--- config.mk ---
export PLATFORM = sky130hd
export DESIGN_NAME = lsl_driver
export DESIGN_NICKNAME = d
export VERILOG_FILES = /design/src/pkg/lsl_pkg.sv /design/src/pkg/lsl_edge_if.sv /design/src/rtl/lsl_driver.sv /design/src/rtl/lsl_pin_sync.sv
export SDC_FILE = /design/constraint.sdc
export NUM_CORES = 1
export LEC_CHECK = 0
export BUFFER_PORTS_ARGS = -buffer_cell sky130_fd_sc_hd__buf_4
export CAP_MARGIN = 10
export CORE_UTILIZATION = 40
export CTS_BUF_LIST = sky130_fd_sc_hd__clkbuf_4
export CTS_CLUSTER_DIAMETER = 100
export DETAILED_ROUTE_END_ITERATION = 16
export GPL_TIMING_DRIVEN = 1
export PLACE_DENSITY = 0.67
export SLEW_MARGIN = 20
export SYNTH_ARGS = -nofsm -noshare
export SYNTH_HDL_FRONTEND = slang
export SYNTH_SLANG_ARGS = --single-unit
--- constraint.sdc ---
create_clock -name mclk -period 2.2 [get_ports mclk]
set_clock_uncertainty 0.2 [all_clocks]
set_input_delay 0 -clock mclk [delete_from_list [all_inputs] [get_ports mclk]]
set_output_delay 0 -clock mclk [all_outputs]
set_load 0.02 [all_outputs]
--- src/pkg/lsl_pkg.sv ---
// Package with widths, reset values and the drive level of the LED shift-latch driver.
package lsl_pkg;
   localparam int          LSL_STAGES     = 16;
   localparam logic [15:0] LSL_SHIFT_RST  = 16'h0000;
   localparam logic [15:0] LSL_LATCH_RST  = 16'h0000;
   localparam logic [1:0]  LSL_SYNC_RST   = 2'h0;
   localparam logic [15:0] LSL_DRIVE_HIGH = 16'hffff;
   typedef logic [LSL_STAGES-1:0] lsl_word_t;
endpackage

--- src/pkg/lsl_edge_if.sv ---
// Interface carrying the captured clock edges from the pin sampler to the core.
`timescale 1ns/1ns
interface lsl_edge_if;
   logic shift_rise;
   logic latch_rise;
   logic serial_in;
   modport src (output shift_rise, output latch_rise, output serial_in);
   modport dst (input shift_rise, input latch_rise, input serial_in);
endinterface

--- src/rtl/lsl_driver.sv ---
// Sixteen-stage serial shift register with holding latch driving LED outputs.
// Function
// - Sixteen shift stages each with latch stage.
// - Shift and latch on rising edges only.
// - Shift and latch clocks are independent.
// - Shift edge takes input, advances stages.
// - Latch edge copies all stages to outputs.
// - Cascade output follows last shift stage.
// - Clear low empties shift and latch asynchronously.
// - During clear outputs off, cascade low.
// - Disable high floats outputs, cascade stays.
// - Disable never stops shifting.
// - Latched one drives high, zero floats.
`timescale 1ns/1ns
module lsl_driver
   import lsl_pkg::*;
(
   // System clock and clear.
   input  wire logic        mclk,
   input  wire logic        rst_n,
   // Host serial link.
   input  wire logic        shift_clk,
   input  wire logic        latch_clk,
   input  wire logic        serial_din,
   input  wire logic        out_disable,
   // Cascade output.
   output logic             cascade_out,
   // LED drive outputs, driven high when enabled.
   output logic [15:0]      drive_out,
   output logic [15:0]      drive_out_oe
);
   lsl_edge_if edges ();

   lsl_word_t shift_reg;
   lsl_word_t latch_reg;
   lsl_word_t next_shift;
   logic [1:0] sync_dis;
   wire        dis_level;

   // ---------------------------------------------------------------
   // Pin sampling
   // ---------------------------------------------------------------
   lsl_pin_sync u_sync (
      .mclk       (mclk),
      .rst_n      (rst_n),
      .shift_clk  (shift_clk),
      .latch_clk  (latch_clk),
      .serial_din (serial_din),
      .edges      (edges.src)
   );

   always_ff @(posedge mclk or negedge rst_n) begin
      if (!rst_n) begin
         sync_dis <= LSL_SYNC_RST;
      end else begin
         sync_dis <= {sync_dis[0], out_disable};
      end
   end
   assign dis_level = sync_dis[1];

   // ---------------------------------------------------------------
   // Shift and latch stages
   // ---------------------------------------------------------------
   // Input enters stage zero.
   assign next_shift = {shift_reg[LSL_STAGES-2:0], edges.serial_in};

   always_ff @(posedge mclk or negedge rst_n) begin
      if (!rst_n) begin
         shift_reg <= LSL_SHIFT_RST;
      end else if (edges.shift_rise) begin
         shift_reg <= next_shift;
      end
   end

   always_ff @(posedge mclk or negedge rst_n) begin
      if (!rst_n) begin
         latch_reg <= LSL_LATCH_RST;
      end else if (edges.latch_rise) begin
         latch_reg <= shift_reg;
      end
   end

   // ---------------------------------------------------------------
   // Outputs
   // ---------------------------------------------------------------
   // Cascade shows last stage.
   assign cascade_out = shift_reg[LSL_STAGES-1];
   assign drive_out   = LSL_DRIVE_HIGH;

   genvar gi;
   generate
      for (gi = 0; gi < LSL_STAGES; gi++) begin : g_out
         // Drive only a latched one; disable floats all.
         assign drive_out_oe[gi] = latch_reg[gi] & ~dis_level;
      end
   endgenerate
endmodule

--- src/rtl/lsl_pin_sync.sv ---
// Pin sampler: two-stage synchronisers and rising-edge detection for the host pins.
`timescale 1ns/1ns
module lsl_pin_sync
   import lsl_pkg::*;
(
   // Clock and reset.
   input  wire logic mclk,
   input  wire logic rst_n,
   // Raw host pins.
   input  wire logic shift_clk,
   input  wire logic latch_clk,
   input  wire logic serial_din,
   // Captured events.
   lsl_edge_if.src   edges
);
   logic [1:0] sync_shift;
   logic [1:0] sync_latch;
   logic [1:0] sync_data;
   logic       prev_shift;
   logic       prev_latch;

   always_ff @(posedge mclk or negedge rst_n) begin
      if (!rst_n) begin
         sync_shift <= LSL_SYNC_RST;
         sync_latch <= LSL_SYNC_RST;
         sync_data  <= LSL_SYNC_RST;
         prev_shift <= 1'b0;
         prev_latch <= 1'b0;
      end else begin
         sync_shift <= {sync_shift[0], shift_clk};
         sync_latch <= {sync_latch[0], latch_clk};
         sync_data  <= {sync_data[0], serial_din};
         prev_shift <= sync_shift[1];
         prev_latch <= sync_latch[1];
      end
   end

   assign edges.shift_rise = sync_shift[1] & ~prev_shift;
   assign edges.latch_rise = sync_latch[1] & ~prev_latch;
   assign edges.serial_in  = sync_data[1];
endmodule
* Word level (Yosys, flattened, before mapping)
Cells that the tools add are included.
** Storage, ports and cells
- Word-level logic and storage cells :: 29
- Output and inout bits :: 33
- Register bits after elaboration :: 42
- Input port bits :: 6
** Operators by class
- Bitwise gates (word level) :: 21
** Operator list (number)
- $and A1 B1 Y1 :: 18
- $not A1 Y1 :: 3

* Depth between registers and ports, before layout
Gate-level depths: netlist (run 1).
- Depth in word-level cells :: 2
- Mapped depth :: 4
- Mapped depth without buffers :: 2

* Modules after synthesis
Synthesis (run 1) repeated with hierarchy kept, for this count alone.
** Unflattened totals
- Cell total of the unflattened synthesis :: 114
- Area, all modules :: 1819.2 um^2
** Modules (own cells, without submodules)
- lsl_driver :: area each 1591.5 um^2, times used 1, cells each 104
- lsl_pin_sync :: area each 227.7 um^2, times used 1, cells each 10

* Worst setup path before layout (run 1)
OpenSTA, ideal clock, no wires.
- Kind :: reg-to-reg
- Start :: register u_sync.prev_latch
- End :: register latch_reg[10]
- Data arrival time :: 1.027 ns
- Path buffers :: 2
- Setup slack :: 0.848 ns
- Cell stages (with the launch flop) :: 5
- Data required time :: 1.875 ns
- Period minus slack after synthesis :: 1.352 ns
- Path through :: dfrtp_1 nor2b_4 buf_6 buf_12 mux2_4
** On the way
- Cells in the longest elaborated chain, start to end :: 2
** Ends and longest elaborated chain
- from (decl) :: RTL line lsl_pin_sync.sv:20 : logic prev_latch;
- from (signal assigned) :: RTL line lsl_pin_sync.sv:34 : prev_latch <= sync_latch[1];
- $not A1 Y1 :: RTL line lsl_pin_sync.sv:39 : assign edges.latch_rise = sync_latch[1] & ~prev_latch;
- $and A1 B1 Y1 :: RTL line lsl_pin_sync.sv:39
- to (signal assigned) :: RTL line lsl_driver.sv:79 : latch_reg <= shift_reg;
- to (decl) :: RTL line lsl_driver.sv:35 : lsl_word_t latch_reg;
Every way passes these cells.
A chain may end at the register's enable or synchronous reset.

* Worst setup path after layout (run 1)
- Start :: register u_sync.prev_latch
- End :: register latch_reg[14]
The elaborated chain is that of the path after synthesis.

==> results.py, run 1 <==
metrics = {
    "status": {
        "status": "completed",
    },
    "logic_synthesis": {
        "synth_warnings": 0,
        "ys_ff_latch": 42,
        "syn_area_um2": 1800,
        "synthFlopType": "dfrtp_1",
        "synth-edff-count": 0,
        "seq_area_frac_synth_pct": 58.3,
        "synth_top_area_share_pct": 58.3,
        "ys_top_cells_by_count": "dfrtp_1 (42), mux2_4 (20), buf_4 (16), nor2b_1 (16), mux2_2 (12)",
        "synth.most_common_cell": "dfrtp_1",
        "synth_cells": 114,
        "synth_area_leaders": "dfrtp_1 (58%), mux2_4 (17%), mux2_2 (7.5%), buf_4 (6.7%), nor2b_1 (5.5%)",
        "ys_async_sr_fraction_pct": 100,
        "synth_area_leader_cell": "dfrtp_1",
        "avgSynthCellArea_um2": 15.8,
        "synth_cell_types": 10,
    },
    "power": {
        "p_sw_mw": 0.645,
        "comb_power_share_pct": 30.4,
        "p_leak_nw": 0.990,
        "irDropWorstVdd_mv": 0.317,
        "p_seq_share_pct": 53.1,
        "p_per_area_nw_per_um2": 1110,
        "sw_frac_of_total_pct": 28.9,
        "p_int_mw": 1.59,
        "power_frac_clock_pct": 16.6,
    },
    "clock_tree": {
        "htree_levels": 2,
        "numCtsBuffers": 5,
        "clk_pin_slew_ps": 110,
        "clkSinkCount": 42,
        "cts_tree": "built",
        "cts.repair.resized": 0,
        "clockBufferDepth": 2,
        "clk_latency_ps": 350,
        "cts_setup_buffers": 0,
        "clock-root-buffer": "clkbuf_4",
    },
    "grt": {
        "grt_overflow": 0,
        "grtUsageTotal_pct": 11.3,
        "antenna_found_initial": 0,
        "grt_max_degree": 43,
        "grt_pass1_vias": 849,
        "grt_pass1_wl_mm": 4.08,
    },
    "drt": {
        "wl_per_cell_um": 12.4,
        "vias": 843,
        "postRouteAntennaNets": 0,
        "drt_iter0_drc": 21,
        "first_pass_iters": 2,
        "drc": 0,
        "postRouteWirelength_mm": 2.43,
        "vias_per_cell": 4.30,
    },
    "hold_path": {
        "min_from": "shift_clk",
        "hold_path.class": "in -> reg",
    },
    "worst_setup_path": {
        "reg2regPathDepth": 2,
        "regToRegSetupSlack_ps": 590,
        "r2r_end": "latch_reg[14]",
        "crit_type": "reg -> reg",
        "cp.arrival_ps": 1650,
        "end_kind": "register",
        "required_ps": 2240,
        "cp_max_fo": 16,
        "timing.rr.start": "u_sync.prev_latch",
        "endpoint": "latch_reg[14]",
        "critPathLaunchType": "register",
        "setup.worst_path.start": "u_sync.prev_latch",
    },
    "timing": {
        "fmax_ghz": 0.621,
        "maxSlewHeadroom_pct": 61.4,
        "setup_slack_ps": 590,
        "rsz0062_at_grt": "no",
        "slew_viol_final": 0,
        "whs_ps": 93.0,
        "min_period_over_period_pct": 73.2,
        "fin_crit_ps": 1610,
        "fin_setup_tns_ps": 0,
        "setup_viol": 0,
        "finalHoldViolCount": 0,
        "worst_pin_slew_ps": 578,
    },
    "run": {
        "maxCapViolCount": 0,
    },
    "layout": {
        "stdcell_count": 196,
        "areaGrowthSynthToFinish_pct": 11.9,
        "n_fill_cell": 393,
        "drive_gt1_share_pct": 43.8,
        "fin_nets": 149,
        "antennaDiodeCount": 0,
    },
    "floorplanning": {
        "initial_core_util_pct": 41.4,
        "die_w_um": 69.2,
        "dieArea_um2": 4780,
        "io_pins": 39,
        "row_count": 24,
        "die_h_um": 69.2,
        "coreArea_um2": 4350,
    },
    "place": {
        "pre_cts_ws_ps": 588,
        "routabilityCongestion": 0.698,
        "dp_cells": 182,
        "hpwl_mm": 1.56,
        "io_buffers": 22,
    },
}
placed cells by master (no fill, tap or decap):
master | synthesis | routed
dfrtp_1 | 42 | 42
buf_4 | 16 | 22
mux2_4 | 20 | 20
nor2b_1 | 16 | 16
conb_1 | 1 | 16
mux2_2 | 12 | 12
clkbuf_4 | 0 | 6
dlygate4sd3_1 | 0 | 6
nor2b_4 | 2 | 2
clkinv_1 | 0 | 1
clkinv_2 | 0 | 1
per-layer routing:
metal	up-vias	wire length [um]	GRT usage (%)
met5	-	0	0
met3	6	120	3.51
met2	32	1080	16.4
li1	401	-	-
met1	404	1190	15.2
met4	0	43	6.12
cell families after synthesis:
| kind of cell | count (synthesis) | share of synthesized area [%] |
|---|---|---|
| other | 1 | 0.208 |
| buffers and inverters | 21 | 10.3 |
| and+or+nand+nor | 18 | 7.07 |
| DFF | 42 | 58.3 |
| muxes | 32 | 24.1 |
worst max-delay path, stage by stage (launching register included):
cell and delay (ps):
dfrtp_1 410, nor2b_4 480, mux2_2 400
stage by stage:
step                      total power [mW]  area [um2]  utilization (%)
after floorplan                       1.70        1860                -
after global placement                1.86        1900             43.7
after detailed placement              1.89        1900             43.7
after CTS                             2.27        2020             46.4
after global routing                  2.36        2020             46.4
final                                 2.23        2020             46.4
cell type report:
cell class	instances	area, um2	area share [%]
clock buffer	6	45.0	2.23
clock inverter	2	8.76	0.434
multi-input combinational	66	623	30.9
sequential	42	1050	52.1
tap	52	65.1	3.22
timing repair buffer	28	225	11.2
timing repair:
action / 4_1_cts / 5_1_grt
hold buffers: 6 / 0
setup endpoints to repair: 0 / 0
endpoints found under the hold margin: 46 / 0
worst min-delay path by stage:
stage,cells after the start,slack (ps),end
CTS,2,70,u_sync.sync_latch[0]
global route,2,80,u_sync.sync_data[0]
detailed placement,1,-180,latch_reg[3]
finish,2,90,u_sync.sync_shift[0]
floorplan,0,-500,latch_reg[0]
global placement,1,-200,latch_reg[7]
power groups by stage:
stage	logic, mW	registers, mW	clock network (mW)
floorplan	0.551	1.15	0
CTS	0.689	1.19	0.388
global placement	0.663	1.20	0
finish	0.678	1.19	0.370
global route	0.726	1.23	0.410
detailed placement	0.680	1.21	0
Note: power is estimated with default switching activity, not from simulation.
==> run 2: changes to the inputs <==
==> constraint.sdc (replaced) <==
create_clock -name mclk -period 1.62 [get_ports mclk]
set_clock_uncertainty 0.2 [all_clocks]
set_input_delay 0 -clock mclk [delete_from_list [all_inputs] [get_ports mclk]]
set_output_delay 0 -clock mclk [all_outputs]
set_load 0.02 [all_outputs]
==> run 2 against run 1 <==
Against the previous run: hold slack got worse by 1.9 ps; combinational power is 40% higher; global-route usage up 0.32 points; sequential power up 36%; design area grew 2.4%; non-clock buffer count rose by 3; via count rose by 2.7%; utilization up 1.1 points; die area unchanged.
==> results.py, run 2 (synthesis gave the netlist of run 1 again) <==
metrics = {
    "worst_setup_path": {
        "cpPeakStageDelay_ps": 460,
        "setup.worst_path.start": "sync_dis[1]",
        "timing.rr.start": "u_sync.prev_latch",
        "cp_max_fo": 12,
        "crit_chain": "buf_4 -> nor2b_1 -> buf_4",
        "crit_type": "reg -> out",
        "slowest_stage": "dfrtp_1",
        "cp.arrival_ps": 1350,
        "required_ps": 1420,
        "cpLargestDelayFamily": "flip-flops",
        "end_kind": "output port",
        "critPathLaunchType": "register",
        "critical_path.n_buffers_inverters": 2,
        "path_common_cell": "buf_4",
    },
    "timing": {
        "finalHoldViolCount": 0,
        "rsz0062_at_grt": "no",
        "slew_viol_final": 0,
        "fin_crit_ps": 1550,
        "fmax_ghz": 0.646,
        "setup_viol": 0,
        "setup_slack_ps": 72.4,
        "maxSlewHeadroom_pct": 66.1,
        "min_period_over_period_pct": 95.5,
        "worst_pin_slew_ps": 509,
        "fin_setup_tns_ps": 0,
    },
    "drt": {
        "drt_iter0_drc": 40,
        "postRouteWirelength_mm": 2.64,
        "vias": 866,
        "postRouteAntennaNets": 0,
        "drc": 0,
        "vias_per_cell": 4.35,
        "first_pass_iters": 3,
        "wl_per_cell_um": 13.2,
    },
    "layout": {
        "fin_nets": 152,
        "final_cell_mix": "dfrtp_1 (42), buf_4 (23), mux2_4 (20), nor2b_1 (16), conb_1 (16)",
        "multiInputGateArea_um2": 623,
        "layout_commonest_cell": "dfrtp_1",
        "drive_gt1_share_pct": 44.9,
        "final_util_pct": 47.4,
        "antennaDiodeCount": 0,
        "n_fill_cell": 374,
        "areaGrowthSynthToFinish_pct": 14.5,
        "regArea_um2": 1050,
    },
    "floorplanning": {
        "dieArea_um2": 4780,
        "die_w_um": 69.2,
        "die_h_um": 69.2,
        "initial_core_util_pct": 41.4,
        "row_count": 24,
        "coreArea_um2": 4350,
        "io_pins": 39,
    },
    "place": {
        "io_buffers": 22,
        "routabilityCongestion": 0.698,
        "hpwl_mm": 1.73,
        "pre_cts_ws_ps": 254,
    },
    "grt": {
        "grt_pass1_wl_mm": 4.20,
        "antenna_found_initial": 0,
        "grt_overflow": 0,
        "grt_max_degree": 43,
        "grtUsageTotal_pct": 11.6,
        "grt_pass1_vias": 825,
    },
    "status": {
        "status": "completed",
    },
    "clock_tree": {
        "numCtsBuffers": 5,
        "cts_tree": "built",
        "clkSinkCount": 42,
        "cts_setup_buffers": 0,
        "clk_pin_slew_ps": 110,
        "clockBufferDepth": 2,
        "clock-root-buffer": "clkbuf_4",
        "htree_levels": 2,
        "clk_latency_ps": 360,
    },
    "power": {
        "p_per_area_nw_per_um2": 1490,
        "irDropWorstVdd_mv": 0.526,
        "p_leak_nw": 1.01,
        "finalPower_mw": 3.08,
    },
    "hold_path": {
        "min_from": "shift_clk",
        "hold_path.class": "in -> reg",
    },
    "run": {
        "maxCapViolCount": 0,
    },
}
## run 2: routing by layer
layer	GRT usage (%)	routed length [um]
met3	3.80	129
met1	15.9	1230
met4	5.44	58
met2	16.7	1220
met5	0	0
## run 2: final timing paths
path | slack (ps) | to | cells after the start
setup / recovery | 70 | drive_out_oe[14] | 3
hold / removal | 90 | u_sync.sync_shift[0] | 2
setup reg to reg | 240 | latch_reg[0] | 3
hold reg to reg | 160 | sync_dis[1] | 0
max in group asynchronous | 380 | latch_reg[0] | 3
min in group asynchronous | 480 | latch_reg[9] | 3
## run 2: where the power goes
group          total (mW)  switching (mW)  internal, mW
Sequential           1.62           0.228          1.39
Clock               0.508           0.328         0.180
Combinational       0.952           0.349         0.603
## run 2: cell type report
type                    count  share of cell area, %
clock buffers               6                   2.18
clock inverters             2                  0.424
multi-input cells          66                   30.2
flip-flops and latches     42                   50.9
well taps                  52                   3.15
repair buffers             31                   13.2
## run 2: stage by stage
| stage | area, um2 | hold WS [ps] | cells |
|---|---|---|---|
| CTS | 2070 | 67.2 | 199 |
| global route | 2070 | 75.2 | 199 |
| detailed placement | 1950 | -188 | 185 |
| finish | 2070 | 91.1 | 199 |
| floorplan | 1860 | -496 | 129 |
| global placement | 1950 | -202 | 185 |
## run 2: what timing repair did
item,4_1_cts,5_1_grt
endpoints found under the hold margin,46,0
hold buffers,6,0
resized for setup,0,0
endpoints found under the setup margin,0,0
